$ cat src/acs_pkg.sv
/*
 * constants, layouts and helpers for the conversion sequencer of a
 * 10-bit successive-approximation converter.
 * assumes the system clock is the high-frequency clock fc, so every
 * conversion time below counts clk cycles directly.
 */
// Summary of operation
// - mode 01: start bit begins one conversion
// - finish: store result, set flag, interrupt together
// - start bit clears itself once conversion begins
// - mode 11: start bit begins repeating conversions
// - repeat mode relaunches after each completion
// - writing mode 00 halts conversion at once
// - aborted conversion leaves result registers unchanged
// - reading result high clears end-of-conversion flag
// - new start clears flag, old result kept
// - time codes select 39 to 1248 fc
// - of the two result reads, only the high one clears the flag
// - busy flag high from start to finish
// - control one written 00: starts ignored four cycles
package acs_pkg;
    // byte addresses of the word registers
    localparam logic [7:0] ADR_CTL1 = 8'h00;
    localparam logic [7:0] ADR_CTL2 = 8'h04;
    localparam logic [7:0] ADR_RES_LO = 8'h08;
    localparam logic [7:0] ADR_RES_HI = 8'h0C;
    localparam logic [7:0] ADR_IRQ_ST = 8'h10;
    localparam logic [7:0] ADR_IRQ_MSK = 8'h14;
    // operating modes
    localparam logic [1:0] MODE_OFF = 2'h0;
    localparam logic [1:0] MODE_SW = 2'h1;
    localparam logic [1:0] MODE_REP = 2'h3;
    // reset values
    localparam logic [7:0] CTL1_RST = 8'h00;
    localparam logic [5:0] CTL2_RST = 6'h00;
    // result_low field positions
    localparam int LO_EOC_BIT = 5;
    localparam int LO_BUSY_BIT = 4;
    // start blackout after control one is cleared, in cycles
    localparam logic [2:0] BLK_CYC = 3'h4;
    // conversion times in fc periods
    localparam int CT_A_FC = 39;
    localparam int CT_C_FC = 78;
    localparam int CT_D_FC = 156;
    localparam int CT_E_FC = 312;
    localparam int CT_F_FC = 624;
    localparam int CT_G_FC = 1248;
    // first control register layout
    typedef struct packed {
        logic start;
        logic [1:0] mode;
        logic ain_en;
        logic [3:0] chan;
    } acs_ctl1_t;
    // second control register layout
    typedef struct packed {
        logic ref_on;
        logic fix_one;
        logic [2:0] ctime;
        logic fix_zero;
    } acs_ctl2_t;
    // code to load for a conversion time: cycles minus one
    function automatic logic [10:0] acs_conv_load(input logic [2:0] code);
        int n;
        n = CT_G_FC; // reserved codes fall back to the longest time
        case (code)
            3'h0: n = CT_A_FC;
            3'h2: n = CT_C_FC;
            3'h3: n = CT_D_FC;
            3'h4: n = CT_E_FC;
            3'h5: n = CT_F_FC;
            3'h6: n = CT_G_FC;
            default: n = CT_G_FC;
        endcase
        return 11'(n - 1);
    endfunction
endpackage

$ cat src/acs_sequencer.sv
/*
 * conversion sequencer: avalon-mm register slave, start and repeat
 * control, conversion timer, result registers and interrupt.
 * assumes the analog path presents a settled 10-bit code on
 * adc_sample by the last cycle of each conversion time.
 */
`timescale 1ns/1ps
module acs_sequencer
    import acs_pkg::*;
(
    // clock and reset
    input wire logic clk,
    input wire logic rst_n,
    // avalon-mm slave
    input wire logic [7:0] avs_address,
    input wire logic avs_read,
    input wire logic avs_write,
    input wire logic [31:0] avs_writedata,
    input wire logic [3:0] avs_byteenable,
    output logic [31:0] avs_readdata,
    output logic avs_waitrequest,
    // analog path
    input wire logic [9:0] adc_sample,
    output logic [3:0] channel_select,
    output logic analog_input_enable,
    output logic ref_current_on,
    output logic conv_busy,
    // interrupt
    output logic conv_done_irq
);
    typedef enum logic {ACS_IDLE, ACS_CONV} acs_state_t;

    acs_state_t state_q; // conversion state
    acs_ctl1_t ctl1_q; // first control register
    acs_ctl2_t ctl2_q; // second control register
    logic [7:0] res_hi_q; // upper eight result bits
    logic [1:0] res_lo_q; // lower two result bits
    logic eoc_q; // end_of_conv_flag
    logic irq_st_q; // sticky completion status
    logic irq_msk_q; // completion mask
    logic [10:0] cnt_q; // remaining conversion cycles
    logic [2:0] blk_q; // start blackout count
    logic ack_q; // one wait state marker
    logic [31:0] rdata_q; // read data register

    logic req; // any bus request
    logic acc; // request completes this edge
    logic wr_en; // write takes effect
    logic rd_en; // read takes effect
    logic ctl1_we; // write to first control register
    logic abort; // disable write halts conversion
    logic busy; // conversion running
    logic done; // conversion ends this edge
    logic launch; // start accepted this edge
    logic hi_rd; // read of result_high

    // bus handshake: every access gets exactly one wait state
    assign req = avs_read | avs_write;
    assign acc = req & ack_q;
    assign avs_waitrequest = req & ~ack_q;
    assign wr_en = avs_write & ack_q & avs_byteenable[0];
    assign rd_en = avs_read & ack_q;
    assign ctl1_we = wr_en & (avs_address == ADR_CTL1);
    assign hi_rd = rd_en & (avs_address == ADR_RES_HI);

    // halt as soon as software writes the disable mode
    assign abort = ctl1_we & (avs_writedata[6:5] == MODE_OFF);

    assign busy = (state_q == ACS_CONV);
    assign done = busy & (cnt_q == 11'h000) & ~abort;

    // a pending start is taken only in an active mode, outside blackout
    assign launch = ctl1_q.start & ~busy & (blk_q == 3'h0)
        & ((ctl1_q.mode == MODE_SW) | (ctl1_q.mode == MODE_REP));

    // ack marker toggles so each access sees one waiting cycle
    always_ff @(posedge clk or negedge rst_n) begin
        if (!rst_n) begin
            ack_q <= 1'b0;
        end else begin
            ack_q <= req & ~ack_q;
        end
    end

    // first control register with self-clearing start bit
    always_ff @(posedge clk or negedge rst_n) begin
        if (!rst_n) begin
            ctl1_q <= acs_ctl1_t'(CTL1_RST);
        end else if (ctl1_we) begin
            ctl1_q <= acs_ctl1_t'(avs_writedata[7:0]);
        end else if (ctl1_q.start) begin
            // start stands one cycle: taken by launch or dropped, so a start
            // in a dead mode or inside the blackout is ignored, not deferred
            ctl1_q.start <= 1'b0;
        end
    end

    // second control register; bits 7:6 are not stored
    always_ff @(posedge clk or negedge rst_n) begin
        if (!rst_n) begin
            ctl2_q <= acs_ctl2_t'(CTL2_RST);
        end else if (wr_en & (avs_address == ADR_CTL2)) begin
            ctl2_q <= acs_ctl2_t'(avs_writedata[5:0]);
        end
    end

    // blackout after control one is written with all zeros
    always_ff @(posedge clk or negedge rst_n) begin
        if (!rst_n) begin
            blk_q <= 3'h0;
        end else if (ctl1_we & (avs_writedata[7:0] == 8'h00)) begin
            blk_q <= BLK_CYC;
        end else if (blk_q != 3'h0) begin
            blk_q <= blk_q - 3'h1;
        end
    end

    // conversion state and timer
    always_ff @(posedge clk or negedge rst_n) begin
        if (!rst_n) begin
            state_q <= ACS_IDLE;
            cnt_q <= 11'h000;
        end else begin
            case (state_q)
                ACS_IDLE: begin
                    if (launch) begin
                        state_q <= ACS_CONV;
                        cnt_q <= acs_conv_load(ctl2_q.ctime);
                    end
                end
                ACS_CONV: begin
                    if (abort) begin
                        state_q <= ACS_IDLE;
                    end else if (cnt_q != 11'h000) begin
                        cnt_q <= cnt_q - 11'h001;
                    end else if (ctl1_q.mode == MODE_REP) begin
                        // back to back: no start write needed
                        cnt_q <= acs_conv_load(ctl2_q.ctime);
                    end else begin
                        state_q <= ACS_IDLE;
                    end
                end
                default: begin
                    state_q <= ACS_IDLE;
                end
            endcase
        end
    end

    // result registers only move on a completed conversion
    always_ff @(posedge clk or negedge rst_n) begin
        if (!rst_n) begin
            res_hi_q <= 8'h00;
            res_lo_q <= 2'h0;
        end else if (done) begin
            res_hi_q <= adc_sample[9:2];
            res_lo_q <= adc_sample[1:0];
        end
    end

    // end-of-conversion flag: completion wins over a clearing read
    always_ff @(posedge clk or negedge rst_n) begin
        if (!rst_n) begin
            eoc_q <= 1'b0;
        end else if (done) begin
            eoc_q <= 1'b1;
        end else if (hi_rd | launch) begin
            // low-half read leaves it alone so both halves match
            eoc_q <= 1'b0;
        end
    end

    // interrupt status, write one to clear, set wins
    always_ff @(posedge clk or negedge rst_n) begin
        if (!rst_n) begin
            irq_st_q <= 1'b0;
        end else if (done) begin
            irq_st_q <= 1'b1;
        end else if (wr_en & (avs_address == ADR_IRQ_ST) & avs_writedata[0]) begin
            irq_st_q <= 1'b0;
        end
    end

    // interrupt mask
    always_ff @(posedge clk or negedge rst_n) begin
        if (!rst_n) begin
            irq_msk_q <= 1'b0;
        end else if (wr_en & (avs_address == ADR_IRQ_MSK)) begin
            irq_msk_q <= avs_writedata[0];
        end
    end

    // read data captured in the waiting cycle; unmapped reads give zero
    always_ff @(posedge clk or negedge rst_n) begin
        if (!rst_n) begin
            rdata_q <= 32'h0000_0000;
        end else if (avs_read & ~ack_q) begin
            case (avs_address)
                ADR_CTL1: rdata_q <= {24'h00_0000, ctl1_q};
                ADR_CTL2: rdata_q <= {26'h000_0000, ctl2_q};
                ADR_RES_LO: rdata_q <= {24'h00_0000, res_lo_q, eoc_q, busy, 4'h0};
                ADR_RES_HI: rdata_q <= {24'h00_0000, res_hi_q};
                ADR_IRQ_ST: rdata_q <= {31'h0000_0000, irq_st_q};
                ADR_IRQ_MSK: rdata_q <= {31'h0000_0000, irq_msk_q};
                default: rdata_q <= 32'h0000_0000;
            endcase
        end
    end

    // outputs
    assign avs_readdata = rdata_q;
    assign channel_select = ctl1_q.chan;
    assign analog_input_enable = ctl1_q.ain_en;
    assign ref_current_on = ctl2_q.ref_on;
    assign conv_busy = busy;
    assign conv_done_irq = irq_st_q & irq_msk_q;

    // accepted single start runs the conversion
    property p_sw_start;
        @(posedge clk) disable iff (!rst_n)
        (launch & ~ctl1_we) |=> busy;
    endproperty
    a_sw_start: assert property (p_sw_start) else $error("start not taken");

    // start bit never lingers after a conversion begins
    property p_start_clr;
        @(posedge clk) disable iff (!rst_n)
        (ctl1_q.start & busy & ~ctl1_we) |=> ~ctl1_q.start;
    endproperty
    a_start_clr: assert property (p_start_clr) else $error("start bit stuck");

    // completion stores the code and raises the flags together
    property p_done;
        @(posedge clk) disable iff (!rst_n)
        done |=> (eoc_q & irq_st_q & (res_hi_q == $past(adc_sample[9:2]))
            & (res_lo_q == $past(adc_sample[1:0])));
    endproperty
    a_done: assert property (p_done) else $error("completion not stored");

    // repeat mode keeps converting
    property p_repeat;
        @(posedge clk) disable iff (!rst_n)
        (done & (ctl1_q.mode == MODE_REP) & ~ctl1_we) |=> busy & (cnt_q != 11'h000);
    endproperty
    a_repeat: assert property (p_repeat) else $error("repeat stalled");

    // disable stops at once and keeps the old result
    property p_abort;
        @(posedge clk) disable iff (!rst_n)
        abort |=> ~busy & $stable(res_hi_q) & $stable(res_lo_q);
    endproperty
    a_abort: assert property (p_abort) else $error("abort failed");

    // high read clears the flag, low read does not
    property p_hi_read;
        @(posedge clk) disable iff (!rst_n)
        (hi_rd & ~done) |=> ~eoc_q;
    endproperty
    a_hi_read: assert property (p_hi_read) else $error("flag not cleared");

    property p_lo_read;
        @(posedge clk) disable iff (!rst_n)
        (rd_en & (avs_address == ADR_RES_LO) & eoc_q & ~launch) |=> eoc_q;
    endproperty
    a_lo_read: assert property (p_lo_read) else $error("low read cleared flag");

    // restart clears flag and keeps the previous result
    property p_restart;
        @(posedge clk) disable iff (!rst_n)
        launch |=> ~eoc_q & $stable(res_hi_q);
    endproperty
    a_restart: assert property (p_restart) else $error("restart mishandled");

    // shortest code takes exactly thirty-nine cycles
    property p_time;
        @(posedge clk) disable iff (!rst_n)
        ($rose(busy) & (ctl2_q.ctime == 3'h0) & ~abort) |-> ##38 (done | ~busy);
    endproperty
    a_time: assert property (p_time) else $error("conversion time wrong");

    // single conversion drops busy after finishing
    property p_busy;
        @(posedge clk) disable iff (!rst_n)
        (done & (ctl1_q.mode != MODE_REP)) |=> ~busy;
    endproperty
    a_busy: assert property (p_busy) else $error("busy not cleared");

    // no conversion starts in the blackout
    property p_blackout;
        @(posedge clk) disable iff (!rst_n)
        (ctl1_we & (avs_writedata[7:0] == 8'h00)) |=> ~busy [*4];
    endproperty
    a_blackout: assert property (p_blackout) else $error("start in blackout");

    // a start landing inside the blackout is thrown away, not held over
    property p_blk_drop;
        @(posedge clk) disable iff (!rst_n)
        (ctl1_q.start & (blk_q != 3'h0) & ~ctl1_we) |=> ~ctl1_q.start & ~busy;
    endproperty
    a_blk_drop: assert property (p_blk_drop) else $error("blackout start kept");

    // an aborted conversion raises neither flag
    property p_abort_flags;
        @(posedge clk) disable iff (!rst_n)
        abort |=> $stable(eoc_q) & $stable(irq_st_q);
    endproperty
    a_abort_flags: assert property (p_abort_flags) else $error("abort raised a flag");

endmodule // acs_sequencer

$ cat config.mk
export PLATFORM = sky130hd
export DESIGN_NAME = acs_sequencer
export DESIGN_NICKNAME = d
export VERILOG_FILES = /design/src/acs_pkg.sv /design/src/acs_sequencer.sv
export SDC_FILE = /design/constraint.sdc
export NUM_CORES = 1
export LEC_CHECK = 0
export BUFFER_PORTS_ARGS = -buffer_cell sky130_fd_sc_hd__buf_2
export CORE_UTILIZATION = 50
export CTS_BUF_LIST = sky130_fd_sc_hd__clkbuf_16
export CTS_CLUSTER_DIAMETER = 150
export CTS_CLUSTER_SIZE = 40
export DETAILED_ROUTE_END_ITERATION = 8
export PLACE_DENSITY = 0.84
export SYNTH_ARGS = -nofsm -noshare
export SYNTH_HDL_FRONTEND = slang
export SYNTH_SLANG_ARGS = --single-unit
$ cat constraint.sdc
create_clock -name clk -period 2.65 [get_ports clk]
set_input_delay 0.795 -clock clk [delete_from_list [all_inputs] [get_ports clk]]
set_output_delay 0.795 -clock clk [all_outputs]
set_load 0.01 [all_outputs]
-- After elaboration in Yosys (flattened, before gate mapping)
Index checks and enable logic that the tools add are counted.
- register bits after elaboration: 75
- logic and storage cells: 98
- output and inout port bits: 41
- add/subtract/negate cells: 4
- multiplexer cells: 25
- bitwise operators: 25
- reduce and logical (&&, ||, !) cells: 12
- equality and inequality tests: 14
- operators by type and width (cell ; count):
    11-bit 2-to-1 mux ; 10
    11-bit one-hot mux with 5 select lines ; 1
    8-bit one-hot mux with 6 select lines ; 1
    11-bit one-hot mux with 2 select lines ; 1
    11-bit by 2-bit subtractor with 11-bit output (second input constant) ; 2
    1-bit AND ; 19
    8-bit by 4-bit == test with 1-bit output (second input constant) ; 2
    8-bit by 5-bit == test with 1-bit output (second input constant) ; 2
    8-bit logical NOT ; 2
    11-bit logical NOT ; 1
    11-bit nonzero test ; 1
    11-bit by 1-bit subtractor with 11-bit output (second input constant) ; 1
    1-bit 2-to-1 mux ; 9
    8-bit by 3-bit == test with 1-bit output (second input constant) ; 1
    3-bit by 2-bit == test with 1-bit output (second input constant) ; 2
    3-bit == test (second input constant) ; 2
    3-bit logical NOT ; 2
    3-bit 2-to-1 mux ; 2
    2-bit nonzero test ; 3
    2-bit != test (second input constant) ; 2
    3-bit by 1-bit != test with 1-bit output (second input constant) ; 1
    1-bit NOT ; 3
    1-bit bitwise OR ; 3
    3-bit AND reduction ; 1
    6 further kinds ; 6

-- Logic depth before layout (Yosys ltp)
- depth after elaboration: 11
- mapped depth: 11
- gate-level depth less buffers: 8

-- Least setup slack after synthesis
No wires, ideal clock.
- path kind: input -> register
- from: input avs_address[4]
- to: register res_hi_q[1]
- library setup time: 0.125 ns
- arrival: 2.359 ns
- cell stages on the path: 6
- path slack: 0.165 ns
- data required time: 2.525 ns
- cells stage by stage: clkbuf_1 > nor4_1 > a41o_1 > or4_4 > buf_6 > mux2_4
- cells in the longest elaborated chain, start to end: 5
- ends and longest elaborated chain (item ; RTL line ; text):
    start, declared ; acs_sequencer.sv:15 ; input wire logic [7:0] avs_address,
    8-bit logical NOT ; acs_sequencer.sv:63 ; assign ctl1_we = wr_en & (avs_address == ADR_CTL1);
    1-bit AND ; acs_sequencer.sv:63 ;
    1-bit AND ; acs_sequencer.sv:67 ; assign abort = ctl1_we & (avs_writedata[6:5] == MODE_OFF);
    1-bit NOT ; acs_sequencer.sv:70 ; assign done = busy & (cnt_q == 11'h000) & ~abort;
    1-bit AND ; acs_sequencer.sv:70 ;
    end signal, assigned ; acs_sequencer.sv:156 ; res_hi_q <= adc_sample[9:2];
    end, declared ; acs_sequencer.sv:36 ; logic [7:0] res_hi_q;
No other way between the ends.
A chain may end at the register's enable or synchronous reset.

-- Worst setup path in the final report
- from: register cnt_q[4]
- to: register cnt_q[3]
- cells in the longest elaborated chain, start to end: 4
- ends and longest elaborated chain (item ; RTL line ; text):
    start, declared ; acs_sequencer.sv:41 ; logic [10:0] cnt_q;
    start signal, assigned ; acs_sequencer.sv:128 ; cnt_q <= acs_conv_load(ctl2_q.ctime);
    start signal, assigned ; acs_sequencer.sv:135 ; cnt_q <= cnt_q - 11'h001;
    start signal, assigned ; acs_sequencer.sv:138 ; cnt_q <= acs_conv_load(ctl2_q.ctime);
    11-bit nonzero test * ; acs_sequencer.sv:134 ; end else if (cnt_q != 11'h000) begin
    11-bit 2-to-1 mux ; acs_sequencer.sv:134 ;
    11-bit 2-to-1 mux ; acs_sequencer.sv:132 ; if (abort) begin
    11-bit one-hot mux with 2 select lines ; acs_sequencer.sv:124 ; case (state_q)
Every way passes the cells marked *; elsewhere a longest branch is shown, timed or not. The select of a mux whose other input is x is not followed.

==> summary.md <==
- **number of cells traversed by the worst register-to-register path** 7
- **number of enable-type register cells in the synthesized netlist** 0
- **number of port buffers** 47
- **number of primary I/O pins** 99
- **layout filler cell count** 469
- **count of synthesis-stage warnings from yosys** 0
- **CP peak stage delay** 0.58 ns
- **clock tree from TritonCTS** done
- **fraction of final layout cells sized beyond drive strength 1** 32.93%
- **total standard cell area after synthesis** 2890 um2
- **reg2reg end** cnt_q[3]
- **Synth Area per Inst** 10.25 um2
- **wire length per cell after detailed routing** 16.24 um
- **global-route congestion overflow total** 0
- **synth-to-layout area growth** 15.02%
- **Placed Cells incl. Taps** 393
- **total length of routed wires** 6545 um
- **count of routing violations after the opening detailed-route iteration** 140
- **Cell Count, Final, Fillers Out** 403
- **Setup TNS Final** 0 ns
- **number of cells produced by synthesis** 282
- **Critical Setup Path Class** reg2reg
- **number of hold violations in the final report** 0
- **Post-synth top flop** sky130_fd_sc_hd__dfrtp_1
- **power density over the cells** 662.6 nW/um2
- **R2R setup slack** 0.26 ns
- **total core area** 5540 um2
- **maximum VDD drop** 0.5005 mV
- **source-to-sink clock delay at the later pin of the worst-skew pair** 0.30 ns
- **leading cell types by total area after synthesis** sky130_fd_sc_hd__dfrtp_1 (44%), sky130_fd_sc_hd__mux2_2 (7.8%), sky130_fd_sc_hd__buf_4 (7.3%)
- **actual slew at the worst max-slew pin** 0.5886 ns
- **Post-layout nets** 391
- **first-pass GRT wire length** 10770 um
- **post-synthesis cell type count** 56
- **Final ANT Viol Nets** 0
- **1st-pass router iterations** 4
- **LEAKAGE** 1.631 nW
- **Peak Freq** 418.0 MHz
- **worst setup slack before clock tree synthesis** 0.04435 ns
- **clock buffers created by TritonCTS** 5
- **worst-case clock buffer depth** 2
- **source of the worst register-to-register timing path** cnt_q[4]
- **CTS root buf** sky130_fd_sc_hd__clkbuf_16
- **number of cells on the critical path** 7
- **Worst Hold Class** reg2reg
- **final critical-path share of the clock period** 90.28%
- **proportion of netlist area held by the largest area contributor** 44.16%
- **share of async-settable or async-resettable flops after synthesis** 100.0%
- **Startpoint Class** flip-flop
- **commonest non-fill, non-tap cells in the layout** sky130_fd_sc_hd__dfrtp_1 (51), sky130_fd_sc_hd__buf_2 (47), sky130_fd_sc_hd__conb_1 (24)
- **largest net degree at the start of global routing** 27
- **die footprint** 6089 um2
- **vias after detailed routing** 2307
- **cell family with most CP delay** simple AND/OR/NAND/NOR gates
- **buffers and inverters on the worst path** 3
- **sequential element share of the synthesized area** 44.16%
- **data arrival at the endpoint of the critical path** 2.58 ns
- **number of clock sinks** 51
- **most common cell after layout, fill and taps aside** sky130_fd_sc_hd__dfrtp_1
- **final setup violation count** 0
- **critical path launch point** cnt_q[4]
- **antenna diode count** 0
- **clock edge transition at the registers on the reported setup and hold paths** 0.07 ns
- **crit-path cells** or4_1 -> buf_4 -> nor4b_2 -> o21a_1 -> clkinvlp_4 -> buf_12 -> a32o_1
- **element type at the critical path end** flip-flop
- **CTS HTree Levels** 2
- **max-cap violation count** 0
- **horizontal die dimension** 78.03 um
- **initial antenna violation count** 0
- **worst path setup slack after routing** 0.2575 ns
- **number of rows created at floorplan** 27
- **unrepaired setup endpoints after global routing** false
- **library cell occupying the most area in the post-synthesis netlist** sky130_fd_sc_hd__dfrtp_1
- **Yosys reg bits** 51
- **Initial Utilization** 52.17%
- **CP endpoint** cnt_q[3]
- **gpl congestion** 0.8731
- **total routing usage reported by global routing** 23.16%
- **standard cell with the maximum stage delay on the critical path** sky130_fd_sc_hd__or4_1
- **detailed-route DRC error count** 0
- **time the worst path needs with I/O delays and setup** 2.392 ns
- **top fanout value on the critical path** 8
- **die span in y** 78.03 um
- **Max Clock Skew** 0.006462 ns
- **HPWL after detailed placement** 4675 um
- **Max-slew headroom** 60.76%
- **status** finished, final reports clean
- **number of global-route vias before repair** 2178
- **endpoint required time on the critical path** 2.83 ns
- **detailed-route vias per instance** 5.725
- **count of pins over their slew limit** 0
==> stage by stage <==
step                hold WS [ns]  instance area [um2]  utilization [%]  total power, mW
floorplan                 0.4610                 2977                -            1.415
global placement          0.4524                 3138            56.64            1.515
detailed placement        0.4626                 3138            56.64            1.550
CTS                       0.4776                 3283            59.26            2.193
global route              0.5003                 3324            60.00            2.323
finish                    0.4737                 3324            60.00            2.203
==> flip-flops by register name, indices dropped and copies added (netlist names), 2 cells and up <==
register / flops
blk_q: 3
avs_readdata: 8
ctl2_q: 5
res_lo_q: 2
cnt_q: 11
channel_select: 4
ctl1_q: 3
res_hi_q: 8
==> cell usage after synthesis, drive strengths merged, types with 4 or more instances <==
master	count
nand3	9
inv	9
clkbuf	13
nor4	5
o31ai	6
nor3	8
nor2b	4
dfrtp	51
buf	33
mux2	28
o21ai	13
or4	5
nand2	21
a21oi	11
nor2	15
==> final cells by class <==
class	instances	area (um2)	area share [%]
inverter	9	37.54	1.129
sequential	51	1276	38.39
clock buffer	5	125.1	3.764
timing repair buffer	64	387.9	11.67
tap	72	90.09	2.710
multi-input combinational	199	1388	41.74
clock inverter	3	20.02	0.6022
==> cell families (layout without fill, tap and decap cells) <==
logic type | count (synthesis) | count (layout) | share of synthesized area [%]
DFF | 51 | 51 | 44.16
and+or+nand+nor | 81 | 81 | 14.85
xor gates and xnor gates | 1 | 1 | 0.3031
AOI/OAI and AO/OA | 58 | 58 | 13.90
other | 1 | 24 | 0.1297
buffers and inverters | 55 | 81 | 11.17
adders and majority gates | 3 | 3 | 1.299
muxes | 32 | 32 | 14.20
==> worst min path at each step <==
stage / startpoint / to / cells after the start
floorplan: eoc_q / eoc_q / 2
global placement: ack_q / ack_q / 1
detailed placement: avs_readdata[3] / avs_readdata[3] / 2
CTS: avs_readdata[3] / avs_readdata[3] / 2
global route: avs_readdata[4] / avs_readdata[4] / 2
finish: avs_readdata[3] / avs_readdata[3] / 2
==> power by group <==
group	switching, mW	internal (mW)	total, mW
Clock	0.294	0.349	0.643
Combinational	0.272	0.250	0.522
Sequential	0.132	0.905	1.04
Total	0.698	1.50	2.20
==> per-layer routing <==
metal  vias to the layer above  share of wire (%)  GRT usage [%]
met2                        95                 48          36.81
met1                      1142                 45          31.86
met5                         -                  0              0
met4                         0                1.3          7.593
met3                         8                6.0          4.651
li1                       1062                  -              -
==> what timing repair did <==
item                                    CTS  global route
setup buffers                             0             2
endpoints found under the hold margin     0             0
resized for setup                         0             3
endpoints found under the setup margin    0             2
hold buffers                              0             0
==> worst reg2reg max path, cell delays in order, from the launching register on <==
cell and delay, ns:
sky130_fd_sc_hd__dfrtp_1 0.45, sky130_fd_sc_hd__or4_1 0.58, sky130_fd_sc_hd__buf_4 0.18, sky130_fd_sc_hd__nor4b_2 0.26, sky130_fd_sc_hd__o21a_1 0.22, sky130_fd_sc_hd__clkinvlp_4 0.20
sky130_fd_sc_hd__buf_12 0.18, sky130_fd_sc_hd__a32o_1 0.21
(Power assumes the default switching activity.)
